$ cat config.mk
export PLATFORM = sky130hd
export DESIGN_NAME = smd_datapath
export DESIGN_NICKNAME = d
export VERILOG_FILES = /design/src/smd_pkg.sv /design/src/smd_datapath.sv
export SDC_FILE = /design/constraint.sdc
export NUM_CORES = 2
export LEC_CHECK = 0
export ABC_AREA = 1
export BUFFER_PORTS_ARGS = -buffer_cell sky130_fd_sc_hd__buf_2
export CELL_PAD_IN_SITES_DETAIL_PLACEMENT = 1
export CELL_PAD_IN_SITES_GLOBAL_PLACEMENT = 1
export CORE_MARGIN = 2
export CORE_UTILIZATION = 49
export DETAILED_ROUTE_END_ITERATION = 16
export HOLD_SLACK_MARGIN = 0.03
export PLACE_DENSITY_LB_ADDON = 0.1
export SLEW_MARGIN = 10
export SYNTH_ARGS = -nofsm -noshare
export SYNTH_HDL_FRONTEND = slang
export SYNTH_SLANG_ARGS = --single-unit
$ cat constraint.sdc
create_clock -name mclk_i -period 16.88 [get_ports mclk_i]
set_input_delay 2.532 -clock mclk_i [delete_from_list [all_inputs] [get_ports mclk_i]]
set_output_delay 2.532 -clock mclk_i [all_outputs]
set_load 0.02 [all_outputs]
$ cat src/smd_pkg.sv
// Purpose: constants, field layouts and carrier types of the shift and multiply-accumulate path
// Assumes: one core clock, registers reached over a plain address/strobe port
package smd_pkg;

  // ***************************************************************
  // instruction encodings
  // ***************************************************************
  localparam logic [15:0] OP_SHR_PAIR     = 16'h565B;
  localparam logic [15:0] OP_SHR_LONG     = 16'h5622;
  localparam logic [15:0] OP_MAC_PTR_W0   = 16'h5607;
  localparam logic [7:0]  OP_MAC_IMM_HI   = 8'h14;
  localparam logic [7:0]  OP_MAC_PTR_KEEP = 8'hC7;
  localparam logic [7:0]  OP_MAC_PTR_INC  = 8'h87;

  // ***************************************************************
  // datapath widths and values
  // ***************************************************************
  localparam int          CNT_LSB    = 16;  // shift count sits in the upper half
  localparam int          PAIR_CNT_W = 6;
  localparam int          LONG_CNT_W = 5;
  localparam int          PM_ADDR_W  = 22;
  localparam int          PMA_W      = 16;
  localparam int          PMA_HI_W   = PM_ADDR_W - PMA_W;
  localparam int          OVC_W      = 6;
  localparam int          RPT_W      = 16;
  localparam logic [31:0] SAT_POS    = 32'h7FFFFFFF;
  localparam logic [31:0] SAT_NEG    = 32'h80000000;

  // ***************************************************************
  // register map (byte offsets) and field positions
  // ***************************************************************
  localparam int         REG_AW        = 5;
  localparam logic [4:0] REG_ACC       = 5'h00;
  localparam logic [4:0] REG_PROD      = 5'h04;
  localparam logic [4:0] REG_MULT      = 5'h08;
  localparam logic [4:0] REG_PTR7      = 5'h0C;
  localparam logic [4:0] REG_STATUS    = 5'h10;
  localparam logic [4:0] REG_CTRL      = 5'h14;
  localparam logic [4:0] REG_RPT       = 5'h18;
  localparam int         STAT_FLAG_LSB = 0;
  localparam int         STAT_OVC_LSB  = 8;
  localparam int         CTRL_LSB      = 0;

  typedef struct packed {
    logic v;
    logic c;
    logic n;
    logic z;
  } smd_flags_t;

  typedef struct packed {
    logic signed [3:0] pm;    // product shift mode, signed amount
    logic [1:0]        rsvd;
    logic              obj;   // object mode bit
    logic              sat;   // saturation mode bit
  } smd_ctrl_t;

  localparam smd_flags_t FLAGS_RST = '0;
  localparam smd_ctrl_t  CTRL_RST  = '{pm: 4'sh0, rsvd: 2'h0, obj: 1'b1, sat: 1'b0};

endpackage : smd_pkg
$ cat src/smd_datapath.sv
// Purpose: shift and multiply-accumulate execution path with its own register port
// Assumes: instruction, operand and program-memory ports are on mclk_i; read data one cycle later
// Notes:   shifts finish in the accept cycle; accumulate forms are pipelined, one step a cycle
`timescale 1ns/1ns
`default_nettype none

module smd_datapath
  import smd_pkg::*;
#(
  parameter int RPT_WIDTH = RPT_W
) (
  input  wire logic                  mclk_i,
  input  wire logic                  resetn_i,
  // instruction stream
  input  wire logic                  instr_valid_i,
  input  wire logic [15:0]           instr_word0_i,
  input  wire logic [15:0]           instr_word1_i,
  input  wire logic                  repeat_prefix_i,
  input  wire logic [RPT_WIDTH-1:0]  repeat_count_i,
  output logic                       instr_ready_o,
  output logic                       unsupported_o,
  output logic                       busy_o,
  // data operand fetch through the addressing unit
  output logic                       dol_req_o,
  output logic [7:0]                 dol_field_o,
  input  wire logic [15:0]           dol_data_i,
  input  wire logic                  dol_ptr7_wr_i,
  input  wire logic [31:0]           dol_ptr7_data_i,
  // program memory coefficient fetch
  output logic                       pm_rd_o,
  output logic [PM_ADDR_W-1:0]       pm_addr_o,
  input  wire logic [15:0]           pm_data_i,
  // register port
  input  wire logic [REG_AW-1:0]     reg_addr_i,
  input  wire logic [31:0]           reg_wdata_i,
  input  wire logic                  reg_wr_i,
  input  wire logic                  reg_rd_i,
  output logic [31:0]                reg_rdata_o
);

  typedef enum logic [0:0] {ST_IDLE, ST_MAC} smd_state_t;

  // ***************************************************************
  // helpers
  // ***************************************************************
  // last bit dropped by a right shift; zero count drops nothing
  function automatic logic last_out(input logic [63:0] v, input logic [5:0] n);
    logic [63:0] s;
    s = v >> (n - 6'd1);
    return (n == 6'd0) ? 1'b0 : s[0];
  endfunction

  // product scaled by the signed shift mode
  function automatic logic [31:0] scale_prod(input logic [31:0] p, input logic signed [3:0] pm);
    logic [3:0] amt;
    amt = pm[3] ? 4'(-pm) : 4'(pm);
    return pm[3] ? 32'($signed(p) >>> amt) : (p << amt);
  endfunction

  // ***************************************************************
  // architectural state
  // ***************************************************************
  smd_state_t            state_q;
  logic [31:0]           acc_q;
  logic [31:0]           prod_q;
  logic [31:0]           mult_q;
  logic [31:0]           ptr7_q;
  smd_flags_t            flags_q;
  logic [OVC_W-1:0]      ovc_q;
  smd_ctrl_t             ctrl_q;
  logic [RPT_WIDTH-1:0]  repeat_counter_q;
  logic                  fetch_done_q;
  logic                  exec_pend_q;
  logic                  form_ptr_q;
  logic                  ptr_inc_q;
  logic [PMA_W-1:0]      pma_q;
  logic [7:0]            dol_field_q;
  logic                  unsupported_q;
  logic [31:0]           rdata_q;

  // ***************************************************************
  // decode
  // ***************************************************************
  logic is_pair, is_long, is_mac_imm, is_mac_ptr, is_shift, is_mac, accept, fetch_now, exec_now;
  logic mac_last, wr_ok;

  assign is_pair    = (instr_word0_i == OP_SHR_PAIR) && ctrl_q.obj;
  assign is_long    = (instr_word0_i == OP_SHR_LONG) && ctrl_q.obj;
  assign is_mac_imm = (instr_word0_i[15:8] == OP_MAC_IMM_HI);
  assign is_mac_ptr = (instr_word0_i == OP_MAC_PTR_W0) && ctrl_q.obj &&
                      ((instr_word1_i[15:8] == OP_MAC_PTR_KEEP) ||
                       (instr_word1_i[15:8] == OP_MAC_PTR_INC));
  assign is_shift   = is_pair || is_long;
  assign is_mac     = is_mac_imm || is_mac_ptr;

  // register writes and a new instruction never meet in one cycle
  assign instr_ready_o = (state_q == ST_IDLE) && !reg_wr_i;
  assign accept        = instr_valid_i && instr_ready_o;
  assign busy_o        = (state_q == ST_MAC);
  assign fetch_now     = (state_q == ST_MAC) && !fetch_done_q;
  assign exec_now      = (state_q == ST_MAC) && exec_pend_q;
  assign mac_last      = exec_now && fetch_done_q;
  assign wr_ok         = reg_wr_i && (state_q == ST_IDLE);

  // fetch strobes decode the sequencer flops only, addresses come from flops
  assign dol_req_o   = fetch_now;
  assign pm_rd_o     = fetch_now;
  assign dol_field_o = dol_field_q;
  assign pm_addr_o   = form_ptr_q ? ptr7_q[PM_ADDR_W-1:0]
                                  : {{PMA_HI_W{1'b0}}, pma_q};

  // ***************************************************************
  // shift results, count taken from the register as it stands
  // ***************************************************************
  logic [PAIR_CNT_W-1:0] pair_cnt;
  logic [LONG_CNT_W-1:0] long_cnt;
  logic [63:0]           pair_res;
  logic [31:0]           long_res;

  assign pair_cnt = mult_q[CNT_LSB +: PAIR_CNT_W];
  assign long_cnt = mult_q[CNT_LSB +: LONG_CNT_W];
  assign pair_res = {acc_q, prod_q} >> pair_cnt;
  assign long_res = acc_q >> long_cnt;

  // ***************************************************************
  // accumulate step
  // ***************************************************************
  logic [31:0] prod_sh, acc_new, sum_res;
  logic [32:0] sum33;
  logic        pos_ovf, neg_ovf;

  // add first, then clamp; zero and sign flags look at the final accumulator, carry at the raw sum
  always_comb begin
    prod_sh = scale_prod(prod_q, ctrl_q.pm);
    sum33   = {1'b0, acc_q} + {1'b0, prod_sh};
    sum_res = sum33[31:0];
    pos_ovf = !acc_q[31] && !prod_sh[31] && sum_res[31];
    neg_ovf = acc_q[31] && prod_sh[31] && !sum_res[31];
    if (ctrl_q.sat && pos_ovf) begin
      acc_new = SAT_POS;
    end else if (ctrl_q.sat && neg_ovf) begin
      acc_new = SAT_NEG;
    end else begin
      acc_new = sum_res;
    end
  end

  // ***************************************************************
  // sequencer
  // ***************************************************************
  // one fetch per repetition, then one cycle to retire the last step: n+2 in all
  always_ff @(posedge mclk_i or negedge resetn_i) begin
    if (!resetn_i) begin
      state_q      <= ST_IDLE;
      fetch_done_q <= 1'b0;
      exec_pend_q  <= 1'b0;
    end else begin
      exec_pend_q <= fetch_now;
      if (accept && is_mac) begin
        state_q      <= ST_MAC;
        fetch_done_q <= 1'b0;
      end else if (mac_last) begin
        state_q <= ST_IDLE;
      end else if (fetch_now && (repeat_counter_q == '0)) begin
        fetch_done_q <= 1'b1;
      end
    end
  end

  // repeat counter: loaded for accumulate, cleared by shifts, counts down per fetch
  always_ff @(posedge mclk_i or negedge resetn_i) begin
    if (!resetn_i) begin
      repeat_counter_q <= '0;
    end else if (accept && is_shift) begin
      repeat_counter_q <= '0;
    end else if (accept && is_mac) begin
      repeat_counter_q <= repeat_prefix_i ? repeat_count_i : '0;
    end else if (fetch_now && (repeat_counter_q != '0)) begin
      repeat_counter_q <= repeat_counter_q - 1'b1;
    end else if (accept && repeat_prefix_i) begin
      repeat_counter_q <= '0;  // an unknown opcode does not keep a stale count
    end
  end

  // operand form, field and immediate coefficient address
  always_ff @(posedge mclk_i or negedge resetn_i) begin
    if (!resetn_i) begin
      form_ptr_q  <= 1'b0;
      ptr_inc_q   <= 1'b0;
      pma_q       <= '0;
      dol_field_q <= 8'h00;
    end else if (accept && is_mac) begin
      form_ptr_q  <= is_mac_ptr;
      ptr_inc_q   <= is_mac_ptr && (instr_word1_i[15:8] == OP_MAC_PTR_INC);
      pma_q       <= instr_word1_i;
      dol_field_q <= is_mac_ptr ? instr_word1_i[7:0] : instr_word0_i[7:0];
    end else if (fetch_now && !form_ptr_q) begin
      pma_q <= pma_q + 1'b1;  // wraps inside the low window, never leaves it
    end
  end

  // unknown opcodes are consumed and reported for one cycle
  always_ff @(posedge mclk_i or negedge resetn_i) begin
    if (!resetn_i) begin
      unsupported_q <= 1'b0;
    end else begin
      unsupported_q <= accept && !is_shift && !is_mac;
    end
  end
  assign unsupported_o = unsupported_q;

  // ***************************************************************
  // accumulator, product, multiplicand, flags
  // ***************************************************************
  always_ff @(posedge mclk_i or negedge resetn_i) begin
    if (!resetn_i) begin
      acc_q   <= '0;
      prod_q  <= '0;
      mult_q  <= '0;
      flags_q <= FLAGS_RST;
    end else if (wr_ok && (reg_addr_i == REG_ACC)) begin
      acc_q <= reg_wdata_i;
    end else if (wr_ok && (reg_addr_i == REG_PROD)) begin
      prod_q <= reg_wdata_i;
    end else if (wr_ok && (reg_addr_i == REG_MULT)) begin
      mult_q <= reg_wdata_i;
    end else if (wr_ok && (reg_addr_i == REG_STATUS)) begin
      flags_q <= reg_wdata_i[STAT_FLAG_LSB +: 4];
    end else if (accept && is_pair) begin
      {acc_q, prod_q} <= pair_res;
      flags_q.c <= last_out({acc_q, prod_q}, pair_cnt);
      flags_q.n <= pair_res[63];
      flags_q.z <= (pair_res == 64'h0);
    end else if (accept && is_long) begin
      acc_q     <= long_res;
      flags_q.c <= last_out({32'h0, acc_q}, {1'b0, long_cnt});
      flags_q.n <= long_res[31];
      flags_q.z <= (long_res == 32'h0);
    end else if (exec_now) begin
      acc_q     <= acc_new;
      mult_q    <= {dol_data_i, mult_q[15:0]};
      prod_q    <= 32'($signed(dol_data_i) * $signed(pm_data_i));
      flags_q.z <= (acc_new == 32'h0);
      flags_q.n <= acc_new[31];
      flags_q.c <= sum33[32];
      if (pos_ovf || neg_ovf) begin
        flags_q.v <= 1'b1;  // sticky across repetitions
      end
    end
  end

  // overflow counter only moves while saturation is off
  always_ff @(posedge mclk_i or negedge resetn_i) begin
    if (!resetn_i) begin
      ovc_q <= '0;
    end else if (wr_ok && (reg_addr_i == REG_STATUS)) begin
      ovc_q <= reg_wdata_i[STAT_OVC_LSB +: OVC_W];
    end else if (exec_now && !ctrl_q.sat && pos_ovf) begin
      ovc_q <= ovc_q + 1'b1;
    end else if (exec_now && !ctrl_q.sat && neg_ovf) begin
      ovc_q <= ovc_q - 1'b1;
    end
  end

  // pointer seven: the operand field's own update beats the post-increment
  always_ff @(posedge mclk_i or negedge resetn_i) begin
    if (!resetn_i) begin
      ptr7_q <= '0;
    end else if (wr_ok && (reg_addr_i == REG_PTR7)) begin
      ptr7_q <= reg_wdata_i;
    end else if (fetch_now && dol_ptr7_wr_i) begin
      ptr7_q <= dol_ptr7_data_i;
    end else if (fetch_now && ptr_inc_q) begin
      ptr7_q <= ptr7_q + 32'h1;
    end
  end

  // mode bits
  always_ff @(posedge mclk_i or negedge resetn_i) begin
    if (!resetn_i) begin
      ctrl_q <= CTRL_RST;
    end else if (wr_ok && (reg_addr_i == REG_CTRL)) begin
      ctrl_q      <= reg_wdata_i[CTRL_LSB +: 8];
      ctrl_q.rsvd <= 2'h0;
    end
  end

  // ***************************************************************
  // register read port
  // ***************************************************************
  // reads are served even while busy; unmapped offsets read zero
  always_ff @(posedge mclk_i or negedge resetn_i) begin
    if (!resetn_i) begin
      rdata_q <= '0;
    end else if (reg_rd_i) begin
      case (reg_addr_i)
        REG_ACC:    rdata_q <= acc_q;
        REG_PROD:   rdata_q <= prod_q;
        REG_MULT:   rdata_q <= mult_q;
        REG_PTR7:   rdata_q <= ptr7_q;
        REG_STATUS: rdata_q <= 32'({ovc_q, 4'h0, flags_q});
        REG_CTRL:   rdata_q <= 32'(ctrl_q);
        REG_RPT:    rdata_q <= 32'(repeat_counter_q);
        default:    rdata_q <= '0;
      endcase
    end else begin
      rdata_q <= '0;
    end
  end
  assign reg_rdata_o = rdata_q;

  // ***************************************************************
  // checks
  // ***************************************************************
  logic [RPT_WIDTH:0]   run_len_q;
  logic [RPT_WIDTH-1:0] n_q;

  // cycles spent in the accumulate run, checked against the loaded count
  always_ff @(posedge mclk_i or negedge resetn_i) begin
    if (!resetn_i) begin
      run_len_q <= '0;
      n_q       <= '0;
    end else if (accept && is_mac) begin
      run_len_q <= '0;
      n_q       <= repeat_prefix_i ? repeat_count_i : '0;
    end else if (busy_o) begin
      run_len_q <= run_len_q + 1'b1;
    end
  end
endmodule : smd_datapath

`default_nettype wire

Word level (Yosys, flattened, before mapping)
Cells that the tools add are included.
{"block": "totals", "regBits": 222, "word_cells": 198}
{"block": "op_classes", "muxes": 53, "eq_ne": 24, "n_mul": 1, "shifts": 6, "bitwise_logic": 4, "reduce_logical": 78, "add_sub_neg": 9}
{"cell": "$mux W32", "count": 25}
{"cell": "$pmux W32 S7", "count": 1}
{"cell": "$mux W16", "count": 7}
{"cell": "$logic_not A32 Y1", "count": 2}
{"cell": "$logic_not A64 Y1", "count": 1}
{"cell": "$shr A64 B6 Y1", "count": 1}
{"cell": "$shr A64 B6 Y64", "count": 1}
{"cell": "$eq A16 B15 Y1 const B", "count": 3}
{"cell": "$logic_and A1 B1 Y1", "count": 38}
{"cell": "$add A32 B32 Y33", "count": 1}
{"cell": "$add A32 B1 Y32 const B", "count": 1}
{"cell": "$mul A16 B16 Y32", "count": 1}
{"cell": "$shl A32 B4 Y32", "count": 1}
{"cell": "$shr A32 B5 Y32", "count": 1}
{"cell": "$shr A32 B6 Y1", "count": 1}
{"cell": "$sshr A32 B4 Y32", "count": 1}
{"cell": "$mux W22", "count": 1}
{"cell": "$ne A2 B2 Y1 const B", "count": 10}
{"cell": "$mux W6", "count": 3}
{"cell": "$add A16 B1 Y16 const B", "count": 1}
{"cell": "$eq A8 B8 Y1 const B", "count": 2}
{"cell": "$logic_not A16 Y1", "count": 1}
{"cell": "$reduce_bool A16 Y1", "count": 1}
{"cell": "$sub A16 B1 Y16 const B", "count": 1}
{"cell": "other kinds (28)", "count": 69}

Depth between registers and ports, before layout
{"block": "logic_depth", "depth_word": 17, "ltp_mapped": 40, "ltp_nobuf": 36}

Worst setup path after synthesis
No wires, ideal clock.
{"block": "synth_timing", "kind": "input port to flip-flop", "start": "input port dol_data_i[15]", "end": "register prod_q[28]", "path_stages": 21, "arrival_ps": 7945, "path_slack_ps": 8853, "t_required_ps": 16797, "n_path_buf": 2, "cell_sequence": "clkbuf_1 > clkbuf_1 > nand2_1 > inv_1 > fa_1 > fa_1 > fa_1 > fa_1 > fa_1 > inv_1 > fa_1 > inv_1 > ha_1 > a21oi_1 > o21ai_0 > a211oi_1 > o211ai_1 > or2_2 > nand3_1 > a22oi_1 > o21ai_0"}
{"block": "synth_between", "elab_chain_cells": 7}
{"item": "start, declared", "line_no": "smd_datapath.sv:26", "rtl": "input wire logic [15:0] dol_data_i,"}
{"item": "$mul A16 B16 Y32", "line_no": "smd_datapath.sv:242", "rtl": "prod_q <= 32'($signed(dol_data_i) * $signed(pm_data_i));"}
{"item": "$mux W32", "line_no": "smd_datapath.sv:239", "rtl": "end else if (exec_now) begin"}
{"item": "$mux W32", "line_no": "smd_datapath.sv:234", "rtl": "end else if (accept && is_long) begin"}
{"item": "$mux W32", "line_no": "smd_datapath.sv:229", "rtl": "end else if (accept && is_pair) begin"}
{"item": "$mux W32", "line_no": "smd_datapath.sv:227", "rtl": "end else if (wr_ok && (reg_addr_i == REG_STATUS)) begin"}
{"item": "$mux W32", "line_no": "smd_datapath.sv:225", "rtl": "end else if (wr_ok && (reg_addr_i == REG_MULT)) begin"}
{"item": "$mux W32", "line_no": "smd_datapath.sv:223", "rtl": "end else if (wr_ok && (reg_addr_i == REG_PROD)) begin"}
{"item": "end signal, assigned", "line_no": "smd_datapath.sv:224", "rtl": "prod_q <= reg_wdata_i;"}
{"item": "end signal, assigned", "line_no": "smd_datapath.sv:230", "rtl": "{acc_q, prod_q} <= pair_res;"}
{"item": "end signal, assigned", "line_no": "smd_datapath.sv:242"}
{"item": "end, declared", "line_no": "smd_datapath.sv:65", "rtl": "logic [31:0] prod_q;"}
No other way between the ends. The select of a mux whose other input is x is not followed.
A chain may end at the register's enable or synchronous reset.

Final worst setup path
{"block": "layout_timing", "start": "input port dol_data_i[15]", "end": "register prod_q[29]"}
Same word-level chain as after synthesis.

==> out/results.ini <==
[outcome]
status=complete, no violations

[cts]
post_cts_buffers=0
root_buffer=clkbuf_16
clockBufferDepth=3
h-tree-depth=1
clkLatencyLatePin_ns=0.62
holdBufCountCts=0
clkTransAtPathRegs_ns=0.06
cts_resized=0
cts_tree=yes
clock_sinks=222
numCtsBuffers=28

[timing]
maxSlewViolCount=0
fin_crit_sh_pct=48.55
rsz0062_at_grt=no
finalSetupViolCount=0
max-slew-margin-rel_pct=17.69
worstMarginPinSlew_ns=1.222
max_clock_freq_ghz=0.1220
skew_ns=0.04677
finalSetupTns_ns=0
post-route-min-period_ns=8.196
hold_violations=0

[global_route]
grt_max_degree=101
grt_pass1_wl_um=243000
grt_pass1_vias=38020
grt_overflow=0
antenna_found_initial=8
globalRouteTotalUtil_pct=47.95

[layout]
final_cells=5876
drive_gt1_share_pct=7.631
syn_to_final_growth_pct=7.328
fin_nets=5529

[synth]
ys_ff_latch=222
synth_cells=4971
ys_async_sr_fraction_pct=100.0
syn-cell-area_um2=32460
syn_area_per_cell_um2=6.530
ys_seq_area_share_pct=17.12
synth_area_leader_cell=dfrtp_1
synthesis.nets=5516
synthTopCellsByArea=dfrtp_1, fa_1, nand2_1
synth_enable_flop_cells=0
synth_flop_cell=dfrtp_1
yosys_warnings=0
yosysTopAreaCellShare_pct=17.04
synthDistinctLibCells=57

[placed_design]
io_buffer_count=222
place_inst=5818
gp_congestion=1.089
dp_hpwl_um=130000

[min_path]
worstHoldPathType=reg2reg

[setup_path]
critPathArrivalTime_ns=8.70
end_kind=flip-flop
critPathRequiredTime_ns=17.39
critPathMaxFanout=17
worstSetupStartpointType=input port
path_class=in2reg

[drt]
routed_via_density=6.388
remaining_drc_errors=0
first_iter_violations=4567
wl_um=166000
dr.pass1.iters=6
vias=37530
ant_nets=0
wire_per_inst_um=28.25

[pwr]
leakagePower_nw=18.25
power_density_nw_per_um2=163.0
max-vdd-ir-drop_mv=0.2112

[die]
die_x_um=261.4
dieArea_um2=68320
initial_core_util_pct=49.46
num_rows=94
pin_count=223
die_h_um=261.4
core_area_um2=65630

[flow_run]
drv_cap=0

[synth_stat cells, types with 15 or more instances]
cell         n
a211oi_1    15
a21oi_1    239
a221oi_1    31
a22oi_1     25
a31oi_1     47
buf_1       27
buf_2       37
clkbuf_1   203
dfrtp_1    221
fa_1       264
ha_1       125
inv_1      759
mux2i_1     16
nand2_1   1269
nand3_1    352
nand4_1     45
nor2_1     378
nor3_1      40
nor4_1      17
o211ai_1    65
o21ai_0    430
o21ai_1     32
o21bai_1    17
o221ai_1    57
o22ai_1     39
or2_2       23
xnor2_1     22
xor2_1      59
[cell usage in the layout, fill, tap and decap left out, types with 15 or more instances in the layout]
master / instances
o211ai_1: 65
a22oi_1: 25
ha_1: 125
fa_1: 264
nor3_1: 38
a31oi_1: 47
a221oi_1: 31
o21ai_1: 33
mux2i_1: 16
buf_4: 45
o22ai_1: 39
nor2_1: 375
dfrtp_1: 219
buf_2: 221
or2_2: 23
inv_1: 759
nand4_1: 45
clkbuf_16: 28
a21oi_1: 239
o221ai_1: 57
xnor2_1: 22
xor2_1: 58
nand3_1: 352
nand2_1: 1268
o21ai_0: 429
o21bai_1: 17
a211oi_1: 15
nor4_1: 16
[where the power goes]
| group | internal [W] | leakage [nW] | total, W | switching (W) |
|---|---|---|---|---|
| logic | 0.00160 | 15.1 | 0.00448 | 0.00288 |
| clock network | 0.000371 | 0.459 | 0.000652 | 0.000281 |
| registers | 0.000540 | 2.64 | 0.000551 | 0.0000103 |
[logic make-up after synthesis]
logic type,count (synthesis),share of synthesized area (%)
compound gates,1052,19.12
xor+xnor,81,2.186
fa+ha+maj,389,21.10
buf+inv,1059,12.66
flops,222,17.12
mux,16,0.4934
simple gates,2152,27.33
[layout make-up]
cell class,instances,area [µm²]
flip-flops and latches,222,5559
repair buffers,267,1459
fillers,9005,30790
well taps,864,1081
diodes,6,15.01
clock inverters,14,183.9
inverters,775,2909
clock buffers,38,778.2
multi-input cells,3690,22850
[stage by stage]
step / power [W] / hold WS [ns] / util (%) / cell area, µm² / setup slack (ns)
finish: 0.005680 / 0.4844 / 53.08 / 34840 / 8.684
CTS: 0.005595 / 0.4813 / 53.06 / 34820 / 8.804
floorplan: 0.003596 / 0.4437 / - / 32460 / 8.853
global placement: 0.004614 / 0.4546 / 51.59 / 33860 / 8.483
global route: 0.006175 / 0.4988 / 53.07 / 34830 / 8.392
detailed placement: 0.004911 / 0.4684 / 51.59 / 33860 / 8.256
[layer usage]
metal,GRT usage (%),vias up,share of wire (%)
li1,-,16150,-
met4,34.94,2,9.0
met5,0,-,0.0090
met3,10.93,694,11
met1,59.02,18320,37
met2,73.98,2372,43
[final timing paths]
path / from / end / slack, ns / cells after the start
max: dol_data_i[15] / prod_q[29]$_DFFE_PN0P_ / 8.68 / 17
max reg2reg: ctrl_q[6]$_DFFE_PN0P_ / ovc_q[5]$_DFFE_PN0P_ / 9.65 / 33
min reg2reg: dol_field_o[7]$_DFFE_PN0P_ / dol_field_o[7]$_DFFE_PN0P_ / 0.48 / 2
min in group asynchronous: resetn_i / pma_q[7]$_DFFE_PN0P_ / 1.97 / 1
max in group asynchronous: resetn_i / mult_q[17]$_DFFE_PN0P_ / 12.47 / 3
min: dol_field_o[7]$_DFFE_PN0P_ / dol_field_o[7]$_DFFE_PN0P_ / 0.48 / 2
[worst max-delay path: stages]
cell and delay [ns]:
buf_2 0.34, nand2_1 0.18, inv_1 0.17, fa_1 0.56
fa_1 0.90, fa_1 0.56, fa_1 0.62, fa_1 0.45
fa_1 0.47, ha_1 0.39, nand2_1 0.15, nor4_1 0.47
nand3_1 0.17, nand3_1 0.17, xor2_1 0.24, o21ai_0 0.13
a22oi_1 0.18
[state kept, by name, summed over array words and instances (netlist names)]
name	count
ptr_inc_q	1
exec_pend_q	1
pma_q	16
unsupported_o	1
fetch_done_q	1
form_ptr_q	1
busy_o	1
flags_q	4
acc_q	32
ctrl_q	6
mult_q	32
reg_rdata_o	32
prod_q	32
ovc_q	6
repeat_counter_q	16
ptr7_q	32
dol_field_o	8
Note: power is estimated with default switching activity, not from simulation.
